--- src/cgc_pkg.sv ---
package cgc_pkg;

    // ========================================================================
    // Register offsets within the group window.
    // ========================================================================
    localparam logic [11:0] OFF_GROUP_BASE   = 12'h000;
    localparam logic [11:0] OFF_DUAL_BASE    = 12'h004;
    localparam logic [11:0] OFF_SERVICE_REQ  = 12'h008;
    localparam logic [11:0] OFF_INT_STATUS   = 12'h00C;
    localparam logic [11:0] OFF_TX_SLOT_MAP  = 12'h200;
    localparam logic [11:0] OFF_TX_SUB_MAP   = 12'h280;
    localparam logic [11:0] OFF_TX_CHAN_CFG  = 12'h380;
    localparam logic [11:0] OFF_RX_SLOT_MAP  = 12'h400;
    localparam logic [11:0] OFF_RX_SUB_MAP   = 12'h480;
    localparam logic [11:0] OFF_RX_CHAN_CFG  = 12'h580;
    localparam logic [11:0] OFF_DEVICE_WIDE  = 12'h600;
    localparam logic [11:0] OFF_EVQ_POINTER  = 12'h604;
    localparam logic [11:0] OFF_EVQ_LENGTH   = 12'h608;
    localparam logic [11:0] OFF_GROUP_CFG    = 12'h60C;
    localparam logic [11:0] OFF_MEM_GUARD    = 12'h610;
    localparam logic [11:0] OFF_FRAME_LIMITS = 12'h614;
    localparam logic [11:0] OFF_SERIAL_PORT  = 12'h618;

    // ========================================================================
    // Service request commands: fetch one descriptor dword from shared memory, two for the event queue.
    // ========================================================================
    localparam logic [3:0] SRQ_FETCH_DEVICE_WIDE = 4'h1;
    localparam logic [3:0] SRQ_FETCH_EVQ         = 4'h2;
    localparam logic [3:0] SRQ_FETCH_GROUP_CFG   = 4'h3;
    localparam logic [3:0] SRQ_FETCH_MEM_GUARD   = 4'h4;
    localparam logic [3:0] SRQ_FETCH_LIMITS      = 4'h5;
    localparam logic [3:0] SRQ_FETCH_SERIAL_PORT = 4'h6;
    localparam logic [3:0] SRQ_FIELD_LSB         = 4'h0;

    // ========================================================================
    // Field layouts and constants.
    // ========================================================================
    localparam int          GRP_BASE_ALIGN_BITS = 11;
    localparam logic [31:0] ALL_ONES            = 32'hFFFF_FFFF;
    localparam logic [31:0] RESET_ZERO          = 32'h0000_0000;
    localparam logic [31:0] DEVW_RO_MASK        = 32'h0000_00FF;
    localparam logic [31:0] EVQ_PTR_MASK        = 32'hFFFF_FFFC;
    localparam logic [31:0] EVQ_LEN_MASK        = 32'h0000_7FFF;
    localparam int          DEVW_EXP_CLK_ON     = 8;
    localparam int          DEVW_CPU_PROTO      = 9;
    localparam int          DEVW_PMAP_LSB       = 10;
    localparam int          GCF_RXEN            = 0;
    localparam int          GCF_TXEN            = 1;
    localparam int          GCF_SUBDIS          = 2;
    localparam int          GCF_LOSS_ABORT      = 3;
    localparam int          GCF_LOSS_MASK       = 4;
    localparam int          GCF_ALIGN_MASK      = 5;
    localparam int          GCF_MCEN            = 6;
    localparam int          GCF_FAULT_ACT       = 7;
    localparam int          GCF_INHR            = 8;
    localparam int          GCF_INHT            = 9;
    localparam int          GCF_POLL_LSB        = 10;
    localparam int          GCF_SF_SOURCE       = 12;

    typedef enum {
        ST_IDLE,
        ST_FETCH,
        ST_WAIT
    } cgc_state_type;

    typedef struct packed {
        logic        valid;
        logic        write;
        logic [11:0] addr;
        logic [31:0] wdata;
    } cgc_slave_req_type;

    typedef struct packed {
        logic        req;
        logic [31:0] addr;
    } cgc_fetch_req_type;
endpackage

--- src/cgc_regs.sv ---
`timescale 1ns/1ns
// Summary of operation
// RL1 - Host aligns each group structure on a 2 kB boundary before use.
// RL2 - Group base pointer changes only by direct slave write, never by request.
// RL3 - Requests fetch descriptors at fixed byte offsets from the group base.
// RL4 - Map and configuration descriptors sit at fixed offsets 0x200 to 0x618.
// RL5 - Line clock seen bits are read only; writes to them are discarded.
// RL6 - Expansion clock output stays off while its enable bit is zero.
// RL7 - Protocol select zero picks the first local bus handshake style.
// RL8 - Routing field zero sends serial port n to group n.
// RL9 - Host gives the event queue pointer on a four byte boundary.
// RL10 - Event queue size field is a zero based entry count.
// RL11 - Host sizes the event queue between 2 and 32768 dword entries.
// RL12 - Queue pointer at 0x604 and length at 0x608, written separately.
// RL13 - Each descriptor loads by slave write or by a fetch request; here descriptors below 0x600 load by neither.
// RL14 - Poll interval one polls buffer ownership every sixteenth frame.
// RL15 - Alignment source zero keeps alignment by the internal flywheel.
// RL16 - Suppress bits zero let buffer status writes go out per direction.
// RL17 - Fault action zero resets the group on a protection violation.
// RL18 - Copy bit one copies message configuration bits during processing.
// RL19 - Mask bits zero report alignment change and frame loss events.
// RL20 - Frame loss abort zero keeps processing messages after frame loss.
// RL21 - Subchannel disable zero allows bit level subchannel mapping.
// RL22 - Transmit and receive enable bits one enable each direction.
// RL23 - Reserved or write only reads return all ones; such writes ignored.
// RL24 - With channels active host touches only base, request, status locations.
// RL25 - All registers are 32 bit dwords with zero reset values.
module cgc_regs #(
    parameter int NUM_PORTS = 4
) (
    input  wire logic                      i_clock,
    input  wire logic                      i_rstn,
    input  wire cgc_pkg::cgc_slave_req_type i_slave,
    output logic [31:0]                    o_rdata,
    output logic                           o_rvalid,
    output cgc_pkg::cgc_fetch_req_type     o_fetch,
    input  wire logic                      i_fetch_valid,
    input  wire logic [31:0]               i_fetch_data,
    input  wire logic [NUM_PORTS-1:0]      i_tx_clock_seen,
    input  wire logic [NUM_PORTS-1:0]      i_rx_clock_seen,
    input  wire logic [31:0]               i_int_status,
    output logic                           o_service_busy,
    output logic                           o_expansion_clock_output_on,
    output logic                           o_local_cpu_protocol_select,
    output logic [1:0]                     o_port_to_group_routing,
    output logic [31:0]                    o_event_queue_start_pointer,
    output logic [14:0]                    o_event_queue_size_minus_one,
    output logic [15:0]                    o_event_queue_entries,
    output logic [1:0]                     o_ownership_poll_interval,
    output logic                           o_superframe_align_source,
    output logic                           o_suppress_tx_buffer_status_write,
    output logic                           o_suppress_rx_buffer_status_write,
    output logic                           o_protection_fault_action,
    output logic                           o_message_config_copy_on,
    output logic                           o_alignment_change_irq_mask,
    output logic                           o_frame_loss_irq_mask,
    output logic                           o_frame_loss_abort,
    output logic                           o_subchannel_disable,
    output logic                           o_transmit_enable,
    output logic                           o_receive_enable
);

    // ========================================================================
    // State record.
    // ========================================================================
    typedef struct packed {
        cgc_pkg::cgc_state_type state;
        logic [31:0]            group_struct_base;
        logic [31:0]            dual_cycle_base;
        logic [31:0]            service_request;
        logic [31:0]            device_wide_settings;
        logic [31:0]            event_queue_pointer;
        logic [31:0]            event_queue_length;
        logic [31:0]            group_settings;
        logic [31:0]            memory_guard;
        logic [31:0]            frame_length_limits;
        logic [31:0]            serial_port_settings;
        logic [11:0]            fetch_off;
        logic [31:0]            fetch_addr;
        logic                   fetch_req;
        logic                   busy;
        logic [31:0]            rdata;
        logic                   rvalid;
        logic [15:0]            evq_entries;
    } cgc_regs_state_type;

    cgc_regs_state_type state_reg;
    cgc_regs_state_type state_next;
    logic [31:0]        clock_seen_bits;

    // ========================================================================
    // Live clock detect bits occupy the read-only low byte.
    // ========================================================================
    always_comb begin
        clock_seen_bits = '0;
        clock_seen_bits[NUM_PORTS-1:0] = i_tx_clock_seen;
        clock_seen_bits[NUM_PORTS+3:4] = i_rx_clock_seen;
    end

    // ========================================================================
    // Next state: slave access, request decode and descriptor fetch.
    // ========================================================================
    always_comb begin
        logic [11:0] a;
        logic [31:0] d;
        a = i_slave.addr;
        d = i_slave.wdata;
        state_next = state_reg;
        state_next.rvalid = 1'b0;
        if (i_slave.valid && i_slave.write) begin
            case (a)
                cgc_pkg::OFF_GROUP_BASE: begin
                    state_next.group_struct_base = d; // RL2
                end
                cgc_pkg::OFF_DUAL_BASE: begin
                    state_next.dual_cycle_base = d;
                end
                cgc_pkg::OFF_SERVICE_REQ: begin
                    state_next.service_request = d;
                end
                cgc_pkg::OFF_DEVICE_WIDE: begin
                    state_next.device_wide_settings =
                        d & ~cgc_pkg::DEVW_RO_MASK; // RL5 RL13
                end
                cgc_pkg::OFF_EVQ_POINTER: begin
                    state_next.event_queue_pointer = d; // RL12
                end
                cgc_pkg::OFF_EVQ_LENGTH: begin
                    state_next.event_queue_length =
                        d & cgc_pkg::EVQ_LEN_MASK; // RL12
                end
                cgc_pkg::OFF_GROUP_CFG: begin
                    state_next.group_settings = d; // RL13
                end
                cgc_pkg::OFF_MEM_GUARD: begin
                    state_next.memory_guard = d;
                end
                cgc_pkg::OFF_FRAME_LIMITS: begin
                    state_next.frame_length_limits = d;
                end
                cgc_pkg::OFF_SERIAL_PORT: begin
                    state_next.serial_port_settings = d;
                end
                default: begin
                end
            endcase
        end
        if (i_slave.valid && !i_slave.write) begin
            state_next.rvalid = 1'b1;
            case (a)
                cgc_pkg::OFF_GROUP_BASE: begin
                    state_next.rdata = state_reg.group_struct_base;
                end
                cgc_pkg::OFF_DUAL_BASE: begin
                    state_next.rdata = state_reg.dual_cycle_base;
                end
                cgc_pkg::OFF_SERVICE_REQ: begin
                    state_next.rdata = state_reg.service_request;
                end
                cgc_pkg::OFF_INT_STATUS: begin
                    state_next.rdata = i_int_status;
                end
                cgc_pkg::OFF_DEVICE_WIDE: begin
                    state_next.rdata = state_reg.device_wide_settings |
                                       clock_seen_bits; // RL5
                end
                cgc_pkg::OFF_EVQ_POINTER: begin
                    state_next.rdata = state_reg.event_queue_pointer;
                end
                cgc_pkg::OFF_EVQ_LENGTH: begin
                    state_next.rdata = state_reg.event_queue_length;
                end
                cgc_pkg::OFF_GROUP_CFG: begin
                    state_next.rdata = state_reg.group_settings;
                end
                cgc_pkg::OFF_MEM_GUARD: begin
                    state_next.rdata = state_reg.memory_guard;
                end
                cgc_pkg::OFF_FRAME_LIMITS: begin
                    state_next.rdata = state_reg.frame_length_limits;
                end
                cgc_pkg::OFF_SERIAL_PORT: begin
                    state_next.rdata = state_reg.serial_port_settings;
                end
                default: begin
                    state_next.rdata = cgc_pkg::ALL_ONES; // RL23
                end
            endcase
        end
        case (state_reg.state)
            cgc_pkg::ST_IDLE: begin
                if (i_slave.valid && i_slave.write &&
                    a == cgc_pkg::OFF_SERVICE_REQ) begin
                    state_next.state = cgc_pkg::ST_FETCH;
                    state_next.busy  = 1'b1;
                    case (d[cgc_pkg::SRQ_FIELD_LSB +: 4])
                        cgc_pkg::SRQ_FETCH_DEVICE_WIDE:
                            state_next.fetch_off = cgc_pkg::OFF_DEVICE_WIDE;
                        cgc_pkg::SRQ_FETCH_EVQ:
                            state_next.fetch_off = cgc_pkg::OFF_EVQ_POINTER;
                        cgc_pkg::SRQ_FETCH_GROUP_CFG:
                            state_next.fetch_off = cgc_pkg::OFF_GROUP_CFG;
                        cgc_pkg::SRQ_FETCH_MEM_GUARD:
                            state_next.fetch_off = cgc_pkg::OFF_MEM_GUARD;
                        cgc_pkg::SRQ_FETCH_LIMITS:
                            state_next.fetch_off = cgc_pkg::OFF_FRAME_LIMITS;
                        cgc_pkg::SRQ_FETCH_SERIAL_PORT:
                            state_next.fetch_off = cgc_pkg::OFF_SERIAL_PORT;
                        default: begin
                            state_next.state = cgc_pkg::ST_IDLE;
                            state_next.busy  = 1'b0;
                        end
                    endcase
                end
            end
            cgc_pkg::ST_FETCH: begin
                state_next.fetch_addr = {state_reg.group_struct_base[31:11],
                                         11'h000} +
                                        {20'h0_0000,
                                         state_reg.fetch_off}; // RL3 RL4
                state_next.fetch_req = 1'b1;
                state_next.state     = cgc_pkg::ST_WAIT;
            end
            cgc_pkg::ST_WAIT: begin
                if (i_fetch_valid) begin
                    state_next.fetch_req = 1'b0;
                    state_next.busy      = 1'b0;
                    state_next.state     = cgc_pkg::ST_IDLE;
                    case (state_reg.fetch_off)
                        cgc_pkg::OFF_DEVICE_WIDE:
                            state_next.device_wide_settings =
                                i_fetch_data &
                                ~cgc_pkg::DEVW_RO_MASK; // RL5
                        cgc_pkg::OFF_EVQ_POINTER: begin
                            state_next.event_queue_pointer = i_fetch_data;
                            state_next.fetch_off = cgc_pkg::OFF_EVQ_LENGTH;
                            state_next.busy      = 1'b1;
                            state_next.state     = cgc_pkg::ST_FETCH;
                        end
                        cgc_pkg::OFF_EVQ_LENGTH:
                            state_next.event_queue_length =
                                i_fetch_data & cgc_pkg::EVQ_LEN_MASK;
                        cgc_pkg::OFF_GROUP_CFG:
                            state_next.group_settings = i_fetch_data; // RL13
                        cgc_pkg::OFF_MEM_GUARD:
                            state_next.memory_guard = i_fetch_data;
                        cgc_pkg::OFF_FRAME_LIMITS:
                            state_next.frame_length_limits = i_fetch_data;
                        default:
                            state_next.serial_port_settings = i_fetch_data;
                    endcase
                end
            end
            default: begin
                state_next.state = cgc_pkg::ST_IDLE;
            end
        endcase
        state_next.evq_entries =
            {1'b0, state_next.event_queue_length[14:0]} + 16'h0001; // RL10
    end

    always_ff @(posedge i_clock or negedge i_rstn) begin
        if (!i_rstn) begin
            state_reg <= '0; // RL25
            state_reg.evq_entries <= 16'h0001; // RL10
        end else begin
            state_reg <= state_next;
        end
    end

    // ========================================================================
    // Outputs, all taken straight from the state record.
    // ========================================================================
    assign o_rdata        = state_reg.rdata;
    assign o_rvalid       = state_reg.rvalid;
    assign o_fetch.req    = state_reg.fetch_req;
    assign o_fetch.addr   = state_reg.fetch_addr;
    assign o_service_busy = state_reg.busy;
    assign o_expansion_clock_output_on =
        state_reg.device_wide_settings[cgc_pkg::DEVW_EXP_CLK_ON]; // RL6
    assign o_local_cpu_protocol_select =
        state_reg.device_wide_settings[cgc_pkg::DEVW_CPU_PROTO]; // RL7
    assign o_port_to_group_routing =
        state_reg.device_wide_settings[cgc_pkg::DEVW_PMAP_LSB +: 2]; // RL8
    assign o_event_queue_start_pointer = state_reg.event_queue_pointer;
    assign o_event_queue_size_minus_one =
        state_reg.event_queue_length[14:0]; // RL10
    assign o_event_queue_entries = state_reg.evq_entries; // RL10
    assign o_ownership_poll_interval =
        state_reg.group_settings[cgc_pkg::GCF_POLL_LSB +: 2]; // RL14
    assign o_superframe_align_source =
        state_reg.group_settings[cgc_pkg::GCF_SF_SOURCE]; // RL15
    assign o_suppress_tx_buffer_status_write =
        state_reg.group_settings[cgc_pkg::GCF_INHT]; // RL16
    assign o_suppress_rx_buffer_status_write =
        state_reg.group_settings[cgc_pkg::GCF_INHR]; // RL16
    assign o_protection_fault_action =
        state_reg.group_settings[cgc_pkg::GCF_FAULT_ACT]; // RL17
    assign o_message_config_copy_on =
        state_reg.group_settings[cgc_pkg::GCF_MCEN]; // RL18
    assign o_alignment_change_irq_mask =
        state_reg.group_settings[cgc_pkg::GCF_ALIGN_MASK]; // RL19
    assign o_frame_loss_irq_mask =
        state_reg.group_settings[cgc_pkg::GCF_LOSS_MASK]; // RL19
    assign o_frame_loss_abort =
        state_reg.group_settings[cgc_pkg::GCF_LOSS_ABORT]; // RL20
    assign o_subchannel_disable =
        state_reg.group_settings[cgc_pkg::GCF_SUBDIS]; // RL21
    assign o_transmit_enable =
        state_reg.group_settings[cgc_pkg::GCF_TXEN]; // RL22
    assign o_receive_enable =
        state_reg.group_settings[cgc_pkg::GCF_RXEN]; // RL22

    // ========================================================================
    // Checks.
    // ========================================================================
    AST_BASE_ONLY_BY_WRITE: assert property (@(posedge i_clock)
        disable iff (!i_rstn)
        !(i_slave.valid && i_slave.write &&
          i_slave.addr == cgc_pkg::OFF_GROUP_BASE)
        |=> $stable(state_reg.group_struct_base)) // RL2
        else $error("group base changed without a slave write");
    AST_FETCH_OFFSET: assert property (@(posedge i_clock)
        disable iff (!i_rstn)
        $rose(o_fetch.req) |-> o_fetch.addr[10:0] ==
            state_reg.fetch_off[10:0]) // RL3
        else $error("fetch address not at fixed offset");
    AST_CLOCK_SEEN_RO: assert property (@(posedge i_clock)
        disable iff (!i_rstn)
        (state_reg.device_wide_settings & cgc_pkg::DEVW_RO_MASK) == 0) // RL5
        else $error("read only clock bits were stored");
    AST_UNMAPPED_ONES: assert property (@(posedge i_clock)
        disable iff (!i_rstn)
        (i_slave.valid && !i_slave.write &&
         i_slave.addr == cgc_pkg::OFF_TX_SLOT_MAP + 12'h004)
        |=> o_rvalid && o_rdata == cgc_pkg::ALL_ONES) // RL23
        else $error("unmapped read did not return all ones");
    AST_EVQ_LEN_WRITE: assert property (@(posedge i_clock)
        disable iff (!i_rstn)
        (i_slave.valid && i_slave.write &&
         i_slave.addr == cgc_pkg::OFF_EVQ_LENGTH && !o_service_busy)
        |=> o_event_queue_size_minus_one == $past(i_slave.wdata[14:0])) // RL12
        else $error("queue length write lost");
    AST_ENTRIES_PLUS_ONE: assert property (@(posedge i_clock)
        disable iff (!i_rstn)
        o_event_queue_entries ==
            {1'b0, o_event_queue_size_minus_one} + 16'h0001) // RL10
        else $error("entry count is not length plus one");
    AST_GROUP_CFG_WRITE: assert property (@(posedge i_clock)
        disable iff (!i_rstn)
        (i_slave.valid && i_slave.write && !o_service_busy &&
         i_slave.addr == cgc_pkg::OFF_GROUP_CFG)
        |=> o_transmit_enable == $past(i_slave.wdata[1]) &&
            o_receive_enable == $past(i_slave.wdata[0])) // RL22
        else $error("enable bits did not follow write");
    AST_REQ_FETCHES: assert property (@(posedge i_clock)
        disable iff (!i_rstn)
        (state_reg.state == cgc_pkg::ST_IDLE && i_slave.valid &&
         i_slave.write && i_slave.addr == cgc_pkg::OFF_SERVICE_REQ &&
         i_slave.wdata[3:0] == cgc_pkg::SRQ_FETCH_GROUP_CFG)
        |=> ##1 o_fetch.req) // RL13
        else $error("service request did not start a fetch");
endmodule

--- config.mk ---
export PLATFORM = sky130hd
export DESIGN_NAME = cgc_regs
export DESIGN_NICKNAME = d
export VERILOG_FILES = /design/src/cgc_pkg.sv /design/src/cgc_regs.sv
export SDC_FILE = /design/constraint.sdc
export NUM_CORES = 1
export LEC_CHECK = 0
export BUFFER_PORTS_ARGS = -buffer_cell sky130_fd_sc_hd__buf_2
export CORE_ASPECT_RATIO = 1.5
export CORE_MARGIN = 5
export CORE_UTILIZATION = 44
export DETAILED_ROUTE_END_ITERATION = 8
export REMOVE_ABC_BUFFERS = 1
export SETUP_SLACK_MARGIN = 0.15
export SLEW_MARGIN = 5
export SYNTH_ARGS = -nofsm -noshare
export SYNTH_HDL_FRONTEND = slang
export SYNTH_SLANG_ARGS = --single-unit
--- constraint.sdc ---
create_clock -name i_clock -period 3.2 [get_ports i_clock]
set_input_delay 0.8 -clock i_clock [delete_from_list [all_inputs] [get_ports i_clock]]
set_output_delay 0.8 -clock i_clock [all_outputs]
set_load 0.02 [all_outputs]
==> impl_metrics.csv <==
group,metric,value,unit
run_status,outcome,"complete, no violations",
logic_synthesis,synth_flop_cell,"dfrtp_1",
worst_setup_path,critical_path_arrival,3.32,ns
pwr,power_density,454,nW/um^2
route,wl,69.1,mm
grt,grt_pass1_wl,103,mm
grt,use_met2,46.4,%
floorplan,floorplan.rows,95,
pwr,power,10400,uW
layout,final_core_util,51.3,%
clock_tree,cts_setup_buffers,0,
clock_tree,cts_made_buffers,39,
sta,report.final.hold_viol_count,0,
logic_synthesis,synth_cell_types,66,
grt,grt_util_all_layers,27.3,%
floorplan,top_level_ports,268,
grt,grt.overflow.total,0,
clock_tree,root_buffer,"clkbuf_16",
clock_tree,insertion_delay,0.56,ns
sta,relSlewSlack,45.4,%
sta,fmax,0.347,GHz
sta,rsz0062_at_grt,"no",
grt,grt_pass1_vias,16100,
clock_tree,h-tree-depth,2,
floorplan,die-area,49400,um^2
floorplan,core,44700,um^2
worst_setup_path,cp.required,3.63,ns
clock_tree,tritoncts,"done",
worst_setup_path,endpoint_kind,"register",
layout,nNetsFinal,2124,
route,drtPass1Iterations,8,
place,gp_congestion,0.871,
worst_setup_path,crit_fanout,9,
logic_synthesis,syn_avg_cell_area,10.6,um^2
layout,antenna_cells,0,
route,post-route-drc-count,0,
sta,drv_slew,0,
logic_synthesis,async_flop_share,100,%
logic_synthesis,yosys_warnings,0,
pwr,ir_drop,313,uV
sta,finalSetupViolations,0,
clock_tree,cts_sinks,402,
route,ant_nets,0,
place,placed_cells,2542,
floorplan,start_util,44.3,%
clock_tree,ctsHoldBuffers,0,
grt,grt_max_degree,76,
layout,area_delta_synth_final,15.7,%
route,vias,15600,
clock_tree,clk_pin_slew_worst_paths,0.06,ns
logic_synthesis,syn_inst,1874,
floorplan,die_h,270,um
worst_setup_path,rrSetupSlack,0.38,ns
clock_tree,cts_buffer_depth,3,
route,via_per_inst,5.97,
sta,setup_slack,0.314,ns
worst_setup_path,path_class,"in2reg",
pwr,power.leakage,0.0111,uW
grt,antenna_found_initial,0,
worst_setup_path,start_kind,"input port",
sta,period_minus_slack,2.89,ns
logic_synthesis,yosysSeqAreaShare,50.8,%
grt,busiest_layer,"met2",
clock_tree,post_cts_resized,0,
logic_synthesis,synth_area,19800,um^2
flow_run,maxCapViolCount,0,
place,pre_cts_slack,-0.217,ns
route,wl_per_cell,26.5,um
grt,grt_use_met1,35.1,%
layout,drive_gt1_share,27.5,%
floorplan,die_width,183,um
logic_synthesis,synth_edf_count,0,
sta,fin_crit_sh,90.2,%
route,dr.first_iter.drc_count,1638,
place,io_buffers,261,
layout,largest_register_ffs,262,
min_path,hold_path_class,"in2async",
place,dpl.hpwl,44.6,mm
layout,instances_no_fill,2611,
grt,met3_usage,3.92,%
sta,fin_skew,0.0113,ns
sta,fin_hold_ws,0.256,ns
sta,worst_slew_pin_slew,0.815,ns
logic_synthesis,synth-seq-cells,402,
[area by class of cell]
class,count,area [um^2]
Clock buffer,58,1170
Multi-Input combinational cell,1173,8250
Tap cell,582,728
Fill cell,4124,21800
Clock inverter,10,114
Timing Repair Buffer,376,2550
Sequential cell,402,10100
Inverter,10,37.5
[cells in the final DEF, fill, tap and decap left out, drive strengths merged, types with 3 or more instances in the layout]
master,Yosys,layout
dfrtp,401,401
buf,158,376
mux2i,186,186
nand2,155,155
nor2,133,133
o21ai,124,124
mux2,109,109
a21oi,103,103
clkbuf,136,58
a22oi,56,56
a222oi,40,40
nand3,28,28
and3,27,27
a221oi,26,26
nand4,22,22
a31oi,22,22
a22o,17,17
inv,10,13
nor3,12,12
or4,11,11
o21a,11,11
o41ai,10,10
xnor2,9,9
and2,6,6
o22a,6,6
conb,1,6
o211ai,5,5
and4,5,5
xor2,5,5
clkinv,0,4
nor4,4,4
nor3b,4,4
a211oi,3,3
nand2b,3,3
nor2b,3,3
[path summary, 6_finish.rpt]
kind / cells past startpoint / end / from
setup / recovery: 10 / o_event_queue_entries[12] / i_slave[37]
hold / removal: 1 / o_receive_enable / i_rstn
setup reg to reg: 8 / o_event_queue_entries[15] / state_reg[85]
hold reg to reg: 2 / state_reg[323] / state_reg[323]
max in group asynchronous: 2 / o_superframe_align_source / i_rstn
min in group i_clock: 2 / state_reg[323] / state_reg[323]
[metal layers]
metal,wire length (um),vias up
met3,4350,147
met5,0,-
met2,34800,699
met4,2820,0
met1,27100,7860
li1,-,6888
[synthesized netlist by cell type, types with 12 or more instances]
| master | instances | area [um^2] |
|---|---|---|
| nor3_1 | 12 | 60.1 |
| nand4_1 | 21 | 131 |
| o21ai_0 | 114 | 571 |
| and3_1 | 27 | 169 |
| nor2_1 | 133 | 499 |
| a22oi_1 | 56 | 420 |
| nand3_1 | 27 | 135 |
| nand2_1 | 155 | 582 |
| clkbuf_2 | 20 | 100 |
| a221oi_1 | 26 | 228 |
| buf_1 | 19 | 71.3 |
| mux2_1 | 30 | 338 |
| buf_4 | 132 | 991 |
| a22o_1 | 17 | 149 |
| a222oi_1 | 40 | 400 |
| mux2_2 | 79 | 890 |
| clkbuf_1 | 116 | 435 |
| a21oi_1 | 103 | 515 |
| mux2i_1 | 186 | 1860 |
| dfrtp_1 | 401 | 10000 |
| a31oi_1 | 19 | 119 |
[worst max-delay path: stages]
cell     delay, ns
buf_2         0.10
or4_1         0.56
buf_4         0.19
or4_1         0.53
a31oi_2       0.28
nand4_2       0.19
nor4_4        0.28
buf_4         0.16
nand3_1       0.08
xnor2_1       0.14
[where the power goes]
group | switching, uW | internal (uW) | leakage, uW
clock network | 2050 | 2690 | 0.000633
logic | 341 | 144 | 0.00509
registers | 35.9 | 5140 | 0.00540
total | 2430 | 7970 | 0.0111
[metrics by stage]
stage                     cell area (um^2)  TNS (ns)
after floorplan                      18200   -439.31
after global placement               21600    -0.962
after detailed placement             21600     -1.34
after CTS                            22900         0
after global routing                 22900         0
final                                22900         0
[cells by family (layout without fill, tap and decap cells)]
kind of cell	count (synthesis)	count (layout)	share of synthesized area, %
XOR/XNOR	14	14	0.619
multiplexers	295	295	15.6
flip-flops	402	402	50.8
adder cells (fa/ha/maj)	1	1	0.0632
AO/OA/AOI/OAI	431	431	14.4
buffers and inverters	304	454	8.47
other	1	6	0.0189
AND/OR/NAND/NOR	426	426	10.0
Power figures use the tool's default switching activity.
